**config.mk**
```make
export PLATFORM = sky130hd
export DESIGN_NAME = lpc_top
export DESIGN_NICKNAME = d
export VERILOG_FILES = /design/src/lpc_pkg.sv /design/src/lpc_sync.sv /design/src/lpc_top.sv
export SDC_FILE = /design/constraint.sdc
export NUM_CORES = 1
export LEC_CHECK = 0
export ABC_AREA = 1
export BUFFER_PORTS_ARGS = -buffer_cell sky130_fd_sc_hd__buf_2
export CAP_MARGIN = 20
export CORE_ASPECT_RATIO = 2
export CORE_UTILIZATION = 45
export CTS_CLUSTER_DIAMETER = 40
export CTS_CLUSTER_SIZE = 30
export DETAILED_ROUTE_END_ITERATION = 7
export GPL_TIMING_DRIVEN = 0
export PLACE_DENSITY = 0.69
export REMOVE_ABC_BUFFERS = 1
export SETUP_SLACK_MARGIN = 0.3
export SYNTH_ARGS = -nofsm -noshare
export SYNTH_HDL_FRONTEND = slang
export SYNTH_HIERARCHICAL = 1
export SYNTH_SLANG_ARGS = --single-unit
```
**constraint.sdc**
```tcl
create_clock -name clk_in -period 1.55 [get_ports clk_in]
set_input_delay 0.31 -clock clk_in [delete_from_list [all_inputs] [get_ports clk_in]]
set_output_delay 0.31 -clock clk_in [all_outputs]
set_load 0.01 [all_outputs]
```
**src/lpc_pkg.sv**
```systemverilog
`default_nettype none

package lpc_pkg;

    // ==========================================================
    // Register map
    // ==========================================================
    localparam logic [7:0] PHY_CTRL_OFFSET = 8'h18;
    localparam logic [7:0] PHY_CTRL_RESET = 8'h00;
    localparam int BIT_OT_IRQ_ENABLE = 7;
    localparam int BIT_OT_PRESENT = 6;
    localparam int BIT_RX_STATUS = 5;
    localparam int BIT_DIRECT_TX = 4;
    localparam int BIT_UV_SHUTDOWN_DISABLE = 3;
    localparam int BIT_PHY_ENABLE = 2;
    localparam int SLEW_LSB = 0;

    // ==========================================================
    // Timing
    // ==========================================================
    localparam int CLK_PERIOD_NS = 50;
    localparam int WAKE_FILTER_TIME_NS = 100000;
    // Least time, so round up to whole cycles
    localparam int WAKE_FILTER_CYCLES = (WAKE_FILTER_TIME_NS + CLK_PERIOD_NS - 1) / CLK_PERIOD_NS;
    localparam logic [11:0] WAKE_CNT_LIMIT = 12'(WAKE_FILTER_CYCLES);
    localparam logic [11:0] WAKE_CNT_RESET = 12'h000;

    // ==========================================================
    // Types
    // ==========================================================
    typedef enum logic [1:0] {
        SLEW_NORMAL = 2'b00,
        SLEW_SLOW = 2'b01,
        SLEW_FAST = 2'b10,
        SLEW_NORMAL_ALT = 2'b11
    } lpc_slew_e;

    typedef enum logic [0:0] {
        LV_DRIVE = 1'b0,
        LV_HOLD = 1'b1
    } lpc_lv_state_e;

    typedef struct packed {
        logic overtemp_irq_enable;
        logic direct_tx;
        logic undervolt_shutdown_disable;
        logic phy_enable;
        logic [1:0] slew_select;
    } lpc_ctrl_s;

    localparam lpc_ctrl_s CTRL_RESET = '{1'b0, 1'b0, 1'b0, 1'b0, 2'h0};

    typedef struct packed {
        logic overtemp;
        logic supply_undervoltage;
        logic bus_rx;
    } lpc_ana_s;

endpackage

`default_nettype wire

```
**src/lpc_sync.sv**
```systemverilog
`timescale 1ns/1ps
`default_nettype none

// ==========================================================
// Two-stage synchroniser for asynchronous levels
// ==========================================================
module lpc_sync
    import lpc_pkg::*;
#(
    parameter lpc_ana_s RESET_VAL = '{1'b0, 1'b0, 1'b1}
)
(
    input wire logic clk_in,
    input wire logic reset_n_in,
    input wire lpc_ana_s async_in,
    output var lpc_ana_s sync_out
);

    lpc_ana_s meta_r;

    // First stage feeds only the second stage
    always_ff @(posedge clk_in)
    begin
        if (!reset_n_in)
        begin
            meta_r <= RESET_VAL;
            sync_out <= RESET_VAL;
        end
        else
        begin
            meta_r <= async_in;
            sync_out <= meta_r;
        end
    end

endmodule // lpc_sync

`default_nettype wire

```
**src/lpc_top.sv**
```systemverilog
// Summary of operation
// - Slew code 00 and 11 give normal, 01 slow, 10 fast slope.
// - After reset the normal slew setting is selected.
// - Overtemperature disables transmitter; status bit 6 set while condition lasts.
// - Overtemperature event with enable bit 7 set raises an interrupt request.
// - Reading the control register clears the pending overtemperature interrupt.
// - New interrupt only after condition vanished and reappeared.
// - Transmitter re-enabled once overtemperature cleared and transmit data high.
// - Low-power mode keeps transmitter off, receiver still watches the bus.
// - Long dominant then rising edge makes a wake event, recorded.
// - Undervoltage with shutdown active releases bus at next recessive point.
// - After undervoltage ends, drive resumes once transmit is recessive.
// - Shutdown disable bit set keeps driver functional during undervoltage.
// - Receiver status bit 5 reads 0 dominant, 1 recessive.
// - Direct transmit bit forces dominant; inverted transmit data ORed in.
// - Enable bit 2 switches the physical layer off or on.
// - Control register resets to all zeros.
`timescale 1ns/1ps
`default_nettype none

module lpc_top
    import lpc_pkg::*;
(
    input wire logic clk_in,
    input wire logic reset_n_in,
    input wire logic [7:0] reg_addr_in,
    input wire logic reg_wr_in,
    input wire logic reg_rd_in,
    input wire logic [7:0] reg_wdata_in,
    output logic [7:0] reg_rdata_out,
    input wire logic txd_in,
    input wire logic low_power_in,
    input wire logic overtemp_in,
    input wire logic supply_undervoltage_in,
    input wire logic lin_rx_in,
    input wire logic wake_clear_in,
    output logic lin_drive_dominant_out,
    output logic phy_active_out,
    output logic [1:0] slew_code_out,
    output logic rxd_out,
    output logic overtemp_irq_out,
    output logic wake_source_out
);

    // ==========================================================
    // Helpers
    // ==========================================================
    function automatic logic addr_hit(input logic [7:0] addr);
        addr_hit = (addr == PHY_CTRL_OFFSET);
    endfunction

    function automatic lpc_slew_e slew_map(input logic [1:0] code);
        case (code)
            SLEW_SLOW: slew_map = SLEW_SLOW;
            SLEW_FAST: slew_map = SLEW_FAST;
            default: slew_map = SLEW_NORMAL;
        endcase
    endfunction

    lpc_ctrl_s ctrl_r;
    lpc_ana_s ana_raw;
    lpc_ana_s ana_sync;
    logic wr_hit;
    logic rd_hit;
    logic ot_prev_r;
    logic ot_rise;
    logic ot_pending_r;
    logic ot_shut_r;
    logic dom_req;
    logic drive_nxt;
    lpc_lv_state_e lv_state_r;
    logic [11:0] dom_cnt_r;
    logic rx_prev_r;
    logic wake_event;

    assign wr_hit = reg_wr_in && addr_hit(reg_addr_in);
    assign rd_hit = reg_rd_in && addr_hit(reg_addr_in);
    assign ana_raw = '{overtemp_in, supply_undervoltage_in, lin_rx_in};

    // ==========================================================
    // Input synchronisation
    // ==========================================================
    // Analog flags change with no regard to the bus clock
    lpc_sync u_sync (
        .clk_in(clk_in),
        .reset_n_in(reset_n_in),
        .async_in(ana_raw),
        .sync_out(ana_sync)
    );

    // ==========================================================
    // Control register
    // ==========================================================
    // Only writable fields are stored; bits 6 and 5 are live status
    always_ff @(posedge clk_in)
    begin
        if (!reset_n_in)
        begin
            ctrl_r <= CTRL_RESET;
            slew_code_out <= SLEW_NORMAL;
        end
        else if (wr_hit)
        begin
            ctrl_r.overtemp_irq_enable <= reg_wdata_in[BIT_OT_IRQ_ENABLE];
            ctrl_r.direct_tx <= reg_wdata_in[BIT_DIRECT_TX];
            ctrl_r.undervolt_shutdown_disable <= reg_wdata_in[BIT_UV_SHUTDOWN_DISABLE];
            ctrl_r.phy_enable <= reg_wdata_in[BIT_PHY_ENABLE];
            ctrl_r.slew_select <= reg_wdata_in[SLEW_LSB +: 2];
            slew_code_out <= slew_map(reg_wdata_in[SLEW_LSB +: 2]);
        end
    end

    // Read data; unmapped reads return zero
    always_ff @(posedge clk_in)
    begin
        if (!reset_n_in)
            reg_rdata_out <= PHY_CTRL_RESET;
        else if (reg_rd_in)
        begin
            if (rd_hit)
                reg_rdata_out <= {ctrl_r.overtemp_irq_enable, ana_sync.overtemp,
                                  ana_sync.bus_rx, ctrl_r.direct_tx,
                                  ctrl_r.undervolt_shutdown_disable, ctrl_r.phy_enable,
                                  ctrl_r.slew_select};
            else
                reg_rdata_out <= 8'h00;
        end
    end

    // ==========================================================
    // Overtemperature interrupt and shutdown
    // ==========================================================
    assign ot_rise = ana_sync.overtemp && !ot_prev_r;

    // Set beats a simultaneous read so a fresh event is never lost
    always_ff @(posedge clk_in)
    begin
        if (!reset_n_in)
        begin
            ot_prev_r <= 1'b0;
            ot_pending_r <= 1'b0;
            overtemp_irq_out <= 1'b0;
        end
        else
        begin
            ot_prev_r <= ana_sync.overtemp;
            if (ot_rise)
                ot_pending_r <= 1'b1;
            else if (rd_hit)
                ot_pending_r <= 1'b0;
            overtemp_irq_out <= ot_pending_r && ctrl_r.overtemp_irq_enable;
        end
    end

    // Shutdown latch waits for a recessive transmit input to avoid a glitch
    always_ff @(posedge clk_in)
    begin
        if (!reset_n_in)
            ot_shut_r <= 1'b0;
        else if (ana_sync.overtemp)
            ot_shut_r <= 1'b1;
        else if (txd_in)
            ot_shut_r <= 1'b0;
    end

    // ==========================================================
    // Low-voltage shutdown
    // ==========================================================
    assign dom_req = !txd_in || ctrl_r.direct_tx;

    // Undervoltage only ever releases the bus at a recessive point, never cuts it mid-bit
    always_ff @(posedge clk_in)
    begin
        if (!reset_n_in)
            lv_state_r <= LV_DRIVE;
        else
        begin
            case (lv_state_r)
                LV_DRIVE:
                    if (ana_sync.supply_undervoltage && !ctrl_r.undervolt_shutdown_disable
                        && !dom_req)
                        lv_state_r <= LV_HOLD;
                LV_HOLD:
                    if (ctrl_r.undervolt_shutdown_disable)
                        lv_state_r <= LV_DRIVE;
                    else if (!ana_sync.supply_undervoltage && !dom_req)
                        lv_state_r <= LV_DRIVE;
                default:
                    lv_state_r <= LV_DRIVE;
            endcase
        end
    end

    // ==========================================================
    // Transmit path
    // ==========================================================
    assign drive_nxt = ctrl_r.phy_enable && !low_power_in
                       && !ana_sync.overtemp && !ot_shut_r
                       && (lv_state_r == LV_DRIVE) && dom_req;

    always_ff @(posedge clk_in)
    begin
        if (!reset_n_in)
        begin
            lin_drive_dominant_out <= 1'b0;
            phy_active_out <= 1'b0;
            rxd_out <= 1'b1;
        end
        else
        begin
            lin_drive_dominant_out <= drive_nxt;
            phy_active_out <= ctrl_r.phy_enable;
            // Receiver stays live in low power to catch wake-ups
            rxd_out <= (ctrl_r.phy_enable || low_power_in) ? ana_sync.bus_rx : 1'b1;
        end
    end

    // ==========================================================
    // Wake-up detection
    // ==========================================================
    assign wake_event = low_power_in && ana_sync.bus_rx && !rx_prev_r
                        && (dom_cnt_r >= WAKE_CNT_LIMIT);

    // Counter saturates so an endless dominant cannot wrap into a miss
    always_ff @(posedge clk_in)
    begin
        if (!reset_n_in)
        begin
            dom_cnt_r <= WAKE_CNT_RESET;
            rx_prev_r <= 1'b1;
        end
        else
        begin
            rx_prev_r <= ana_sync.bus_rx;
            if (!low_power_in || ana_sync.bus_rx)
                dom_cnt_r <= WAKE_CNT_RESET;
            else if (dom_cnt_r < WAKE_CNT_LIMIT)
                dom_cnt_r <= dom_cnt_r + 12'h001;
        end
    end

    // Wake source flag; set wins over clear
    always_ff @(posedge clk_in)
    begin
        if (!reset_n_in)
            wake_source_out <= 1'b0;
        else if (wake_event)
            wake_source_out <= 1'b1;
        else if (wake_clear_in)
            wake_source_out <= 1'b0;
    end
endmodule // lpc_top

`default_nettype wire

```
==> run metrics, run 1 <==
outcome=complete, no violations; Post-DP HPWL=2690 µm; max frequency=~0.85 GHz; n_diodes=0; GP Congestion=0.801; drc violations=0; antenna violations before repair=0; TritonCTS Buffers=5; total power=around 2.1 mW; Non-Filler Instances=323; # rows=31; boundary pin count=41; Worst VDD drop=0.000648 V; nets=301; met2 WL=2100 µm; post-CTS setup buffers=0; most frequent cells in the layout=nand2_1 (55), buf_2 (38), dfxtp_1 (34), inv_1 (33), nor2_1 (20); most common cell after layout, fill and taps aside=nand2_1; minimum clock period=1170 ps; vias in the first global route=1432; largest net degree at the start of global routing=22; Critical Path Slowest Stage Cell=dfxtp_2; CP max stage delay=410 ps; initial core utilization=47.8%; die area=4180 µm²; Chip Height=90.5 µm; WS Path Type=flop to flop; die width=46.2 µm; clk slew on worst S/H paths=80 ps; yosys warns=6; clock tree buffer depth=2; max-cap violations=0; crit path DAT=1390 ps; post-route setup slack=between 300 and 400 ps; synth top area cells=dfxtp_1 (50%), nand2_1 (12%), inv_1 (7.0%), a21oi_1 (5.1%), nor2_1 (4.7%); core area=3680 µm²; cells along the critical path=nor2_2 -> nor2_4 -> nand2_2 -> nand2_2 -> nand2_1 -> a21oi_1; Period Utilization, post-route=75.7%; RSZ-0062 raised after global routing=yes; initial DRC count=41; CP endpoint kind=flop; post-synthesis cell type count=26; register area share after synthesis=~50%; H-tree level count=2; CTS tree=yes; Layout area overhead=22.9%; CP dominant cell by count=nand2_2; Critical Path RT=1770 ps; pre-CTS worst setup slack=roughly 190 ps; Worst Path Max Fanout=6; CP startpoint kind=flop; clk sink count=44; Pwr Density=a little under 1000 nW/µm²; total number of vias=1587; setup violators final=0; Avg Vias per Cell=approximately 5; final hold vios=0; Root Buffer=clkbuf_8; I/O Buffers=38; Cells after Synth=230; post-synthesis register bit count=44; path type of the worst min-delay path=input pin to flop; Routed Antenna Nets=0; Worst Tran Pin Value=370 ps; Tot GR Track Use=18.5%; gr ovfl total=0; Cell Count Post-Placement=314; Pins Over Slew Limit=0; setup_tns=0 ps; top cell type's share of synthesized area=50.0%; synthesized area=~1800 µm²; top layer in use=met4; Clk Latency, worst-skew pair=a little under 300 ps; DRT Pass-1 Iters=4; Setup Skew=7.70 ps; leading area contributor after synthesis=dfxtp_1; Leak=0.941 nW; layout cells sized above 1=27.0%; first-pass GRT wire length=roughly 5700 µm; met3 wire len=~120 µm; Rel. slew slack=between 70 and 80%; routed length on met1=1310 µm; final wirelength=between 3000 and 4000 µm; synthesized area per cell=7.66 µm²; Wirelength per Cell=11.3 µm
power breakdown:
group | total [mW] | internal [mW] | leakage [nW] | switching, mW
sequential | 1.15 | 1.14 | 0.362 | 0.00496
clock | 0.846 | 0.478 | 0.0552 | 0.368
combinational | 0.0856 | 0.0342 | 0.525 | 0.0514
critical path, delay by kind of cell, from the launching register on:
kind | cells | cell delay, ps
AOI/OAI and AO/OA | 1 | 130
DFF | 1 | 410
and+or+nand+nor | 5 | 550
state kept, by name, summed over array words and instances, names as in the netlist:
signal                  cells
ot_pending_r                1
u_sync/sync_out             3
dom_cnt_r                  12
rxd_out                     1
rx_prev_r                   1
u_sync/meta_r               3
ot_prev_r                   1
ctrl_r                      6
phy_active_out              1
overtemp_irq_out            1
lin_drive_dominant_out      1
lv_state_r                  1
ot_shut_r                   1
reg_rdata_out               8
wake_source_out             1
slew_code_out               2
path summary, 6_finish.rpt:
| check | startpoint | to | slack, ps | cells past startpoint |
|---|---|---|---|---|
| min | lin_rx_in | u_sync/meta_r[0]$_SDFF_PN1_ | 190 | 3 |
| min reg2reg | u_sync/meta_r[0]$_SDFF_PN1_ | u_sync/sync_out[0]$_SDFF_PN1_ | 400 | 2 |
| max reg2reg | dom_cnt_r[5]$_SDFFE_PP0N_ | dom_cnt_r[3]$_SDFFE_PP0N_ | 380 | 6 |
| max | dom_cnt_r[5]$_SDFFE_PP0N_ | dom_cnt_r[3]$_SDFFE_PP0N_ | 380 | 6 |
area by class of cell:
class | instances | area (µm²)
multi-input cells | 149 | 781
inverters | 35 | 131
fillers | 361 | 1520
repair buffers | 38 | 190
flip-flops and latches | 44 | 893
clock buffers | 6 | 72.6
well taps | 49 | 61.3
clock inverters | 2 | 35.0
cells in the mapped netlist:
| cell | n |
|---|---|
| nand2_1 | 56 |
| dfxtp_1 | 44 |
| inv_1 | 33 |
| nor2_1 | 22 |
| a21oi_1 | 18 |
| nand3_1 | 15 |
| o21ai_0 | 10 |
| nand4_1 | 4 |
| nor2_4 | 4 |
| nor3_1 | 4 |
| ha_1 | 2 |
| inv_2 | 2 |
| nand2_2 | 2 |
| xnor2_1 | 2 |
| a21oi_2 | 1 |
| a31oi_1 | 1 |
| and3_1 | 1 |
| buf_2 | 1 |
| buf_6 | 1 |
| clkbuf_1 | 1 |
| nand3_2 | 1 |
| nand3_4 | 1 |
| nor2_2 | 1 |
| nor4_1 | 1 |
| o22ai_1 | 1 |
| xor2_1 | 1 |
kinds of logic after synthesis:
group / share of synthesized area (%)
flops: 50.0
xor+xnor: 1.49
buf+inv: 8.59
fa+ha+maj: 1.42
compound gates: 9.16
simple gates: 29.3
layer usage:
metal / GRT usage (%) / vias up
met1: 17.5 / 727
met4: 11.3 / 0
met2: 32.6 / 40
li1: - / 811
met5: 0 / -
met3: 4.20 / 9
repair_timing:
action | 4_1_cts | 5_1_grt
pin swaps | 0 | 3
hold buffers | 0 | 0
endpoints found under the setup margin | 8 | 12
gates resized for setup | 4 | 16
gates cloned | 0 | 1
per-stage QoR:
step           hold slack (ps)  instance area, µm²  util, %
2_1_floorplan              379                1740        -
6_report                   189                2160     58.7
3_5_place_dp               396                1990     54.1
4_1_cts                    184                2110     57.4
5_1_grt                    204                2160     58.7
3_3_place_gp               389                1990     54.1
(Power assumes the default switching activity.)
==> run 2, diff against run 1 <==
PLACE_DENSITY = 0.71   (was 0.69)
clock period = 1 ns   (was 1.55 ns; I/O delays follow)
==> run metrics, run 2 (synthesis results as in run 1) <==
WS Path Type=flop to flop; fin util=75.7% (+17 points); largest net degree at the start of global routing=22 (unchanged); die area=4180 µm² (unchanged); drc violations=0 (unchanged); Leak=1.20 nW (+28%); I/O Buffers=38 (unchanged); Critical Path Slowest Stage Cell=dfxtp_4; gr ovfl total=0 (unchanged); worst-case hold path end point=u_sync/meta_r[0]$_SDFF_PN1_; most common cell after layout, fill and taps aside=nand2_1; Critical Path RT=1200 ps (-570 ps); Rel. slew slack=81.2% (+5.8 points); final wirelength=5120 µm (+40%); # rows=31 (unchanged); n_diodes=0 (unchanged); crit path DAT=1430 ps (+40 ps); FF-to-FF End=dom_cnt_r[8]$_SDFFE_PP0N_; clock tree buffer depth=2 (unchanged); failing checks=setup timing; Wirelength per Cell=14.7 µm (+30%); largest registers=dom_cnt_r: 12 flops, reg_rdata_out: 8 flops, ctrl_r: 6 flops; total power=3.43 mW (+65%); layout cells sized above 1=57.2% (+30 points); setup violators final=12 (+12); Post-DP HPWL=2680 µm (-0.68%); final hold vios=0 (unchanged); Clk Latency, worst-skew pair=300 ps (about the same); Chip Height=90.5 µm (unchanged); CP max stage delay=370 ps (-40 ps); DRT Pass-1 Iters=4 (unchanged); Routed Antenna Nets=0 (unchanged); RSZ-0062 raised after global routing=yes; max-cap violations=0 (unchanged); Worst Path Max Fanout=6 (unchanged); CP endpoint kind=flop; max frequency=0.808 GHz (-5.3%); Layout area overhead=58.4%; Worst Tran Pin Value=282 ps (-87.4 ps); HP Start=lin_rx_in; fill count=238 (-34%); boundary pin count=41 (unchanged); post-route setup slack=-238 ps (-616 ps); CP top delay family=simple AND/OR/NAND/NOR gates; Root Buffer=clkbuf_8; CP startpoint kind=flop; Top reg by flops=dom_cnt_r; core area=3680 µm² (unchanged); cells along the critical path=nor2_4 -> nor2_2 -> buf_4 -> a21oi_4 -> nand3_2 -> nand2_2 -> nor2_1; Hold Path Depth=3 (unchanged); CP Buf/Inv Count=1 (+1); CTS tree=yes; Worst VDD drop=0.00105 V (+62%); TritonCTS Buffers=5 (unchanged); first-pass GRT wire length=6800 µm (+20%); GP Congestion=0.774 (-3.3%); Cell Count Post-Placement=314 (unchanged); die width=46.2 µm (unchanged); reg2reg path depth=7 (+1); H-tree level count=2 (unchanged); Tot GR Track Use=22.5% (+4.0 points); initial DRC count=43 (+4.9%); Avg Vias per Cell=5.04 (+2.5%); initial core utilization=47.8% (unchanged); total number of vias=1753 (+10%); clk slew on worst S/H paths=80 ps (about the same); r2r setup slk=-240 ps (-620 ps); nets=326 (+8.3%); clk sink count=44 (unchanged); most frequent cells in the layout=nand2_1 (36), buf_6 (25), inv_1 (22), dfxtp_2 (21); Pins Over Slew Limit=0 (unchanged); outcome=finished, violations left; vias in the first global route=1646 (+15%); Setup Skew=5.31 ps (-2.39 ps); Period Utilization, post-route=124% (+48 points); Pwr Density=1230 nW/µm² (+28%); Non-Filler Instances=348 (+7.7%); CP Launch Point=dom_cnt_r[5]$_SDFFE_PP0N_; path type of the worst min-delay path=input pin to flop; worst r2r src=dom_cnt_r[5]$_SDFFE_PP0N_; max reg flops=12 (unchanged); antenna violations before repair=0 (unchanged); minimum clock period=1240 ps (+65.6 ps)
[run 2: cell count changes in the layout (fill, tap and decap cells not counted), moves of 8 or more]
cell / before / now
a21oi_1: 18 / 8
dfxtp_2: 10 / 21
inv_1: 33 / 22
buf_2: 38 / 19
buf_4: 0 / 19
o21ai_0: 9 / 1
a21oi_2: 1 / 10
nand2_2: 3 / 14
nand2_4: 0 / 8
nand2_1: 55 / 36
buf_6: 0 / 25
dfxtp_1: 34 / 18
[run 2: area by class of cell]
class	count	area, µm²	share of cell area [%]
flip-flops and latches	44	926	33.2
repair buffers	63	519	18.6
well taps	49	61.3	2.20
inverters	35	150	5.38
clock inverters	2	38.8	1.39
multi-input cells	149	1010	36.3
clock buffers	6	82.6	2.96
[run 2: how the worst max path moves through the flow]
stage                                      endpoint  slack (ps)  cells past startpoint
after global routing      dom_cnt_r[9]$_SDFFE_PP0N_        -320                      8
after floorplan           dom_cnt_r[6]$_SDFFE_PP0N_        -170                      6
after CTS                 dom_cnt_r[8]$_SDFFE_PP0N_        -170                      7
after detailed placement  dom_cnt_r[7]$_SDFFE_PP0N_        -320                      6
after global placement    dom_cnt_r[9]$_SDFFE_PP0N_        -330                      6
final                     dom_cnt_r[8]$_SDFFE_PP0N_        -240                      7
[run 2: layer usage]
metal / vias up / share of wire, % / track usage, %
met5: - / 0 / 0
met4: 0 / 2.5 / 13.0
met3: 11 / 2.0 / 4.80
met2: 37 / 62 / 42.5
met1: 839 / 34 / 18.8
li1: 866 / - / -
[run 2: through the flow]
stage | setup TNS [ps] | worst slack, ps | hold WS (ps) | instance area (µm²)
floorplan | -807 | -171 | 269 | 1740
global placement | -4680 | -330 | 377 | 1990
detailed placement | -4930 | -322 | 381 | 1990
CTS | -1510 | -173 | 69.2 | 2500
global route | -2660 | -317 | 89.5 | 2790
finish | -1870 | -238 | 65.9 | 2790
[run 2: repair_timing]
item / in CTS / in global routing
setup buffers: 14 / 11
pin swaps: 17 / 22
resized for setup: 91 / 60
hold buffers: 0 / 0
cloned: 1 / 0
setup endpoints to repair: 47 / 46
[run 2: power breakdown]
| group | internal [mW] | switching [mW] |
|---|---|---|
| Combinational | 0.0967 | 0.120 |
| Sequential | 1.76 | 0.0103 |
| Clock | 0.817 | 0.632 |
| Total | 2.67 | 0.762 |
[run 2: worst reg2reg max path, cell delays in order, from the launching register on]
cell and delay (ps):
dfxtp_4 370, nor2_4 110, nor2_2 50, buf_4 130
a21oi_4 250, nand3_2 120, nand2_2 70, nor2_1 30
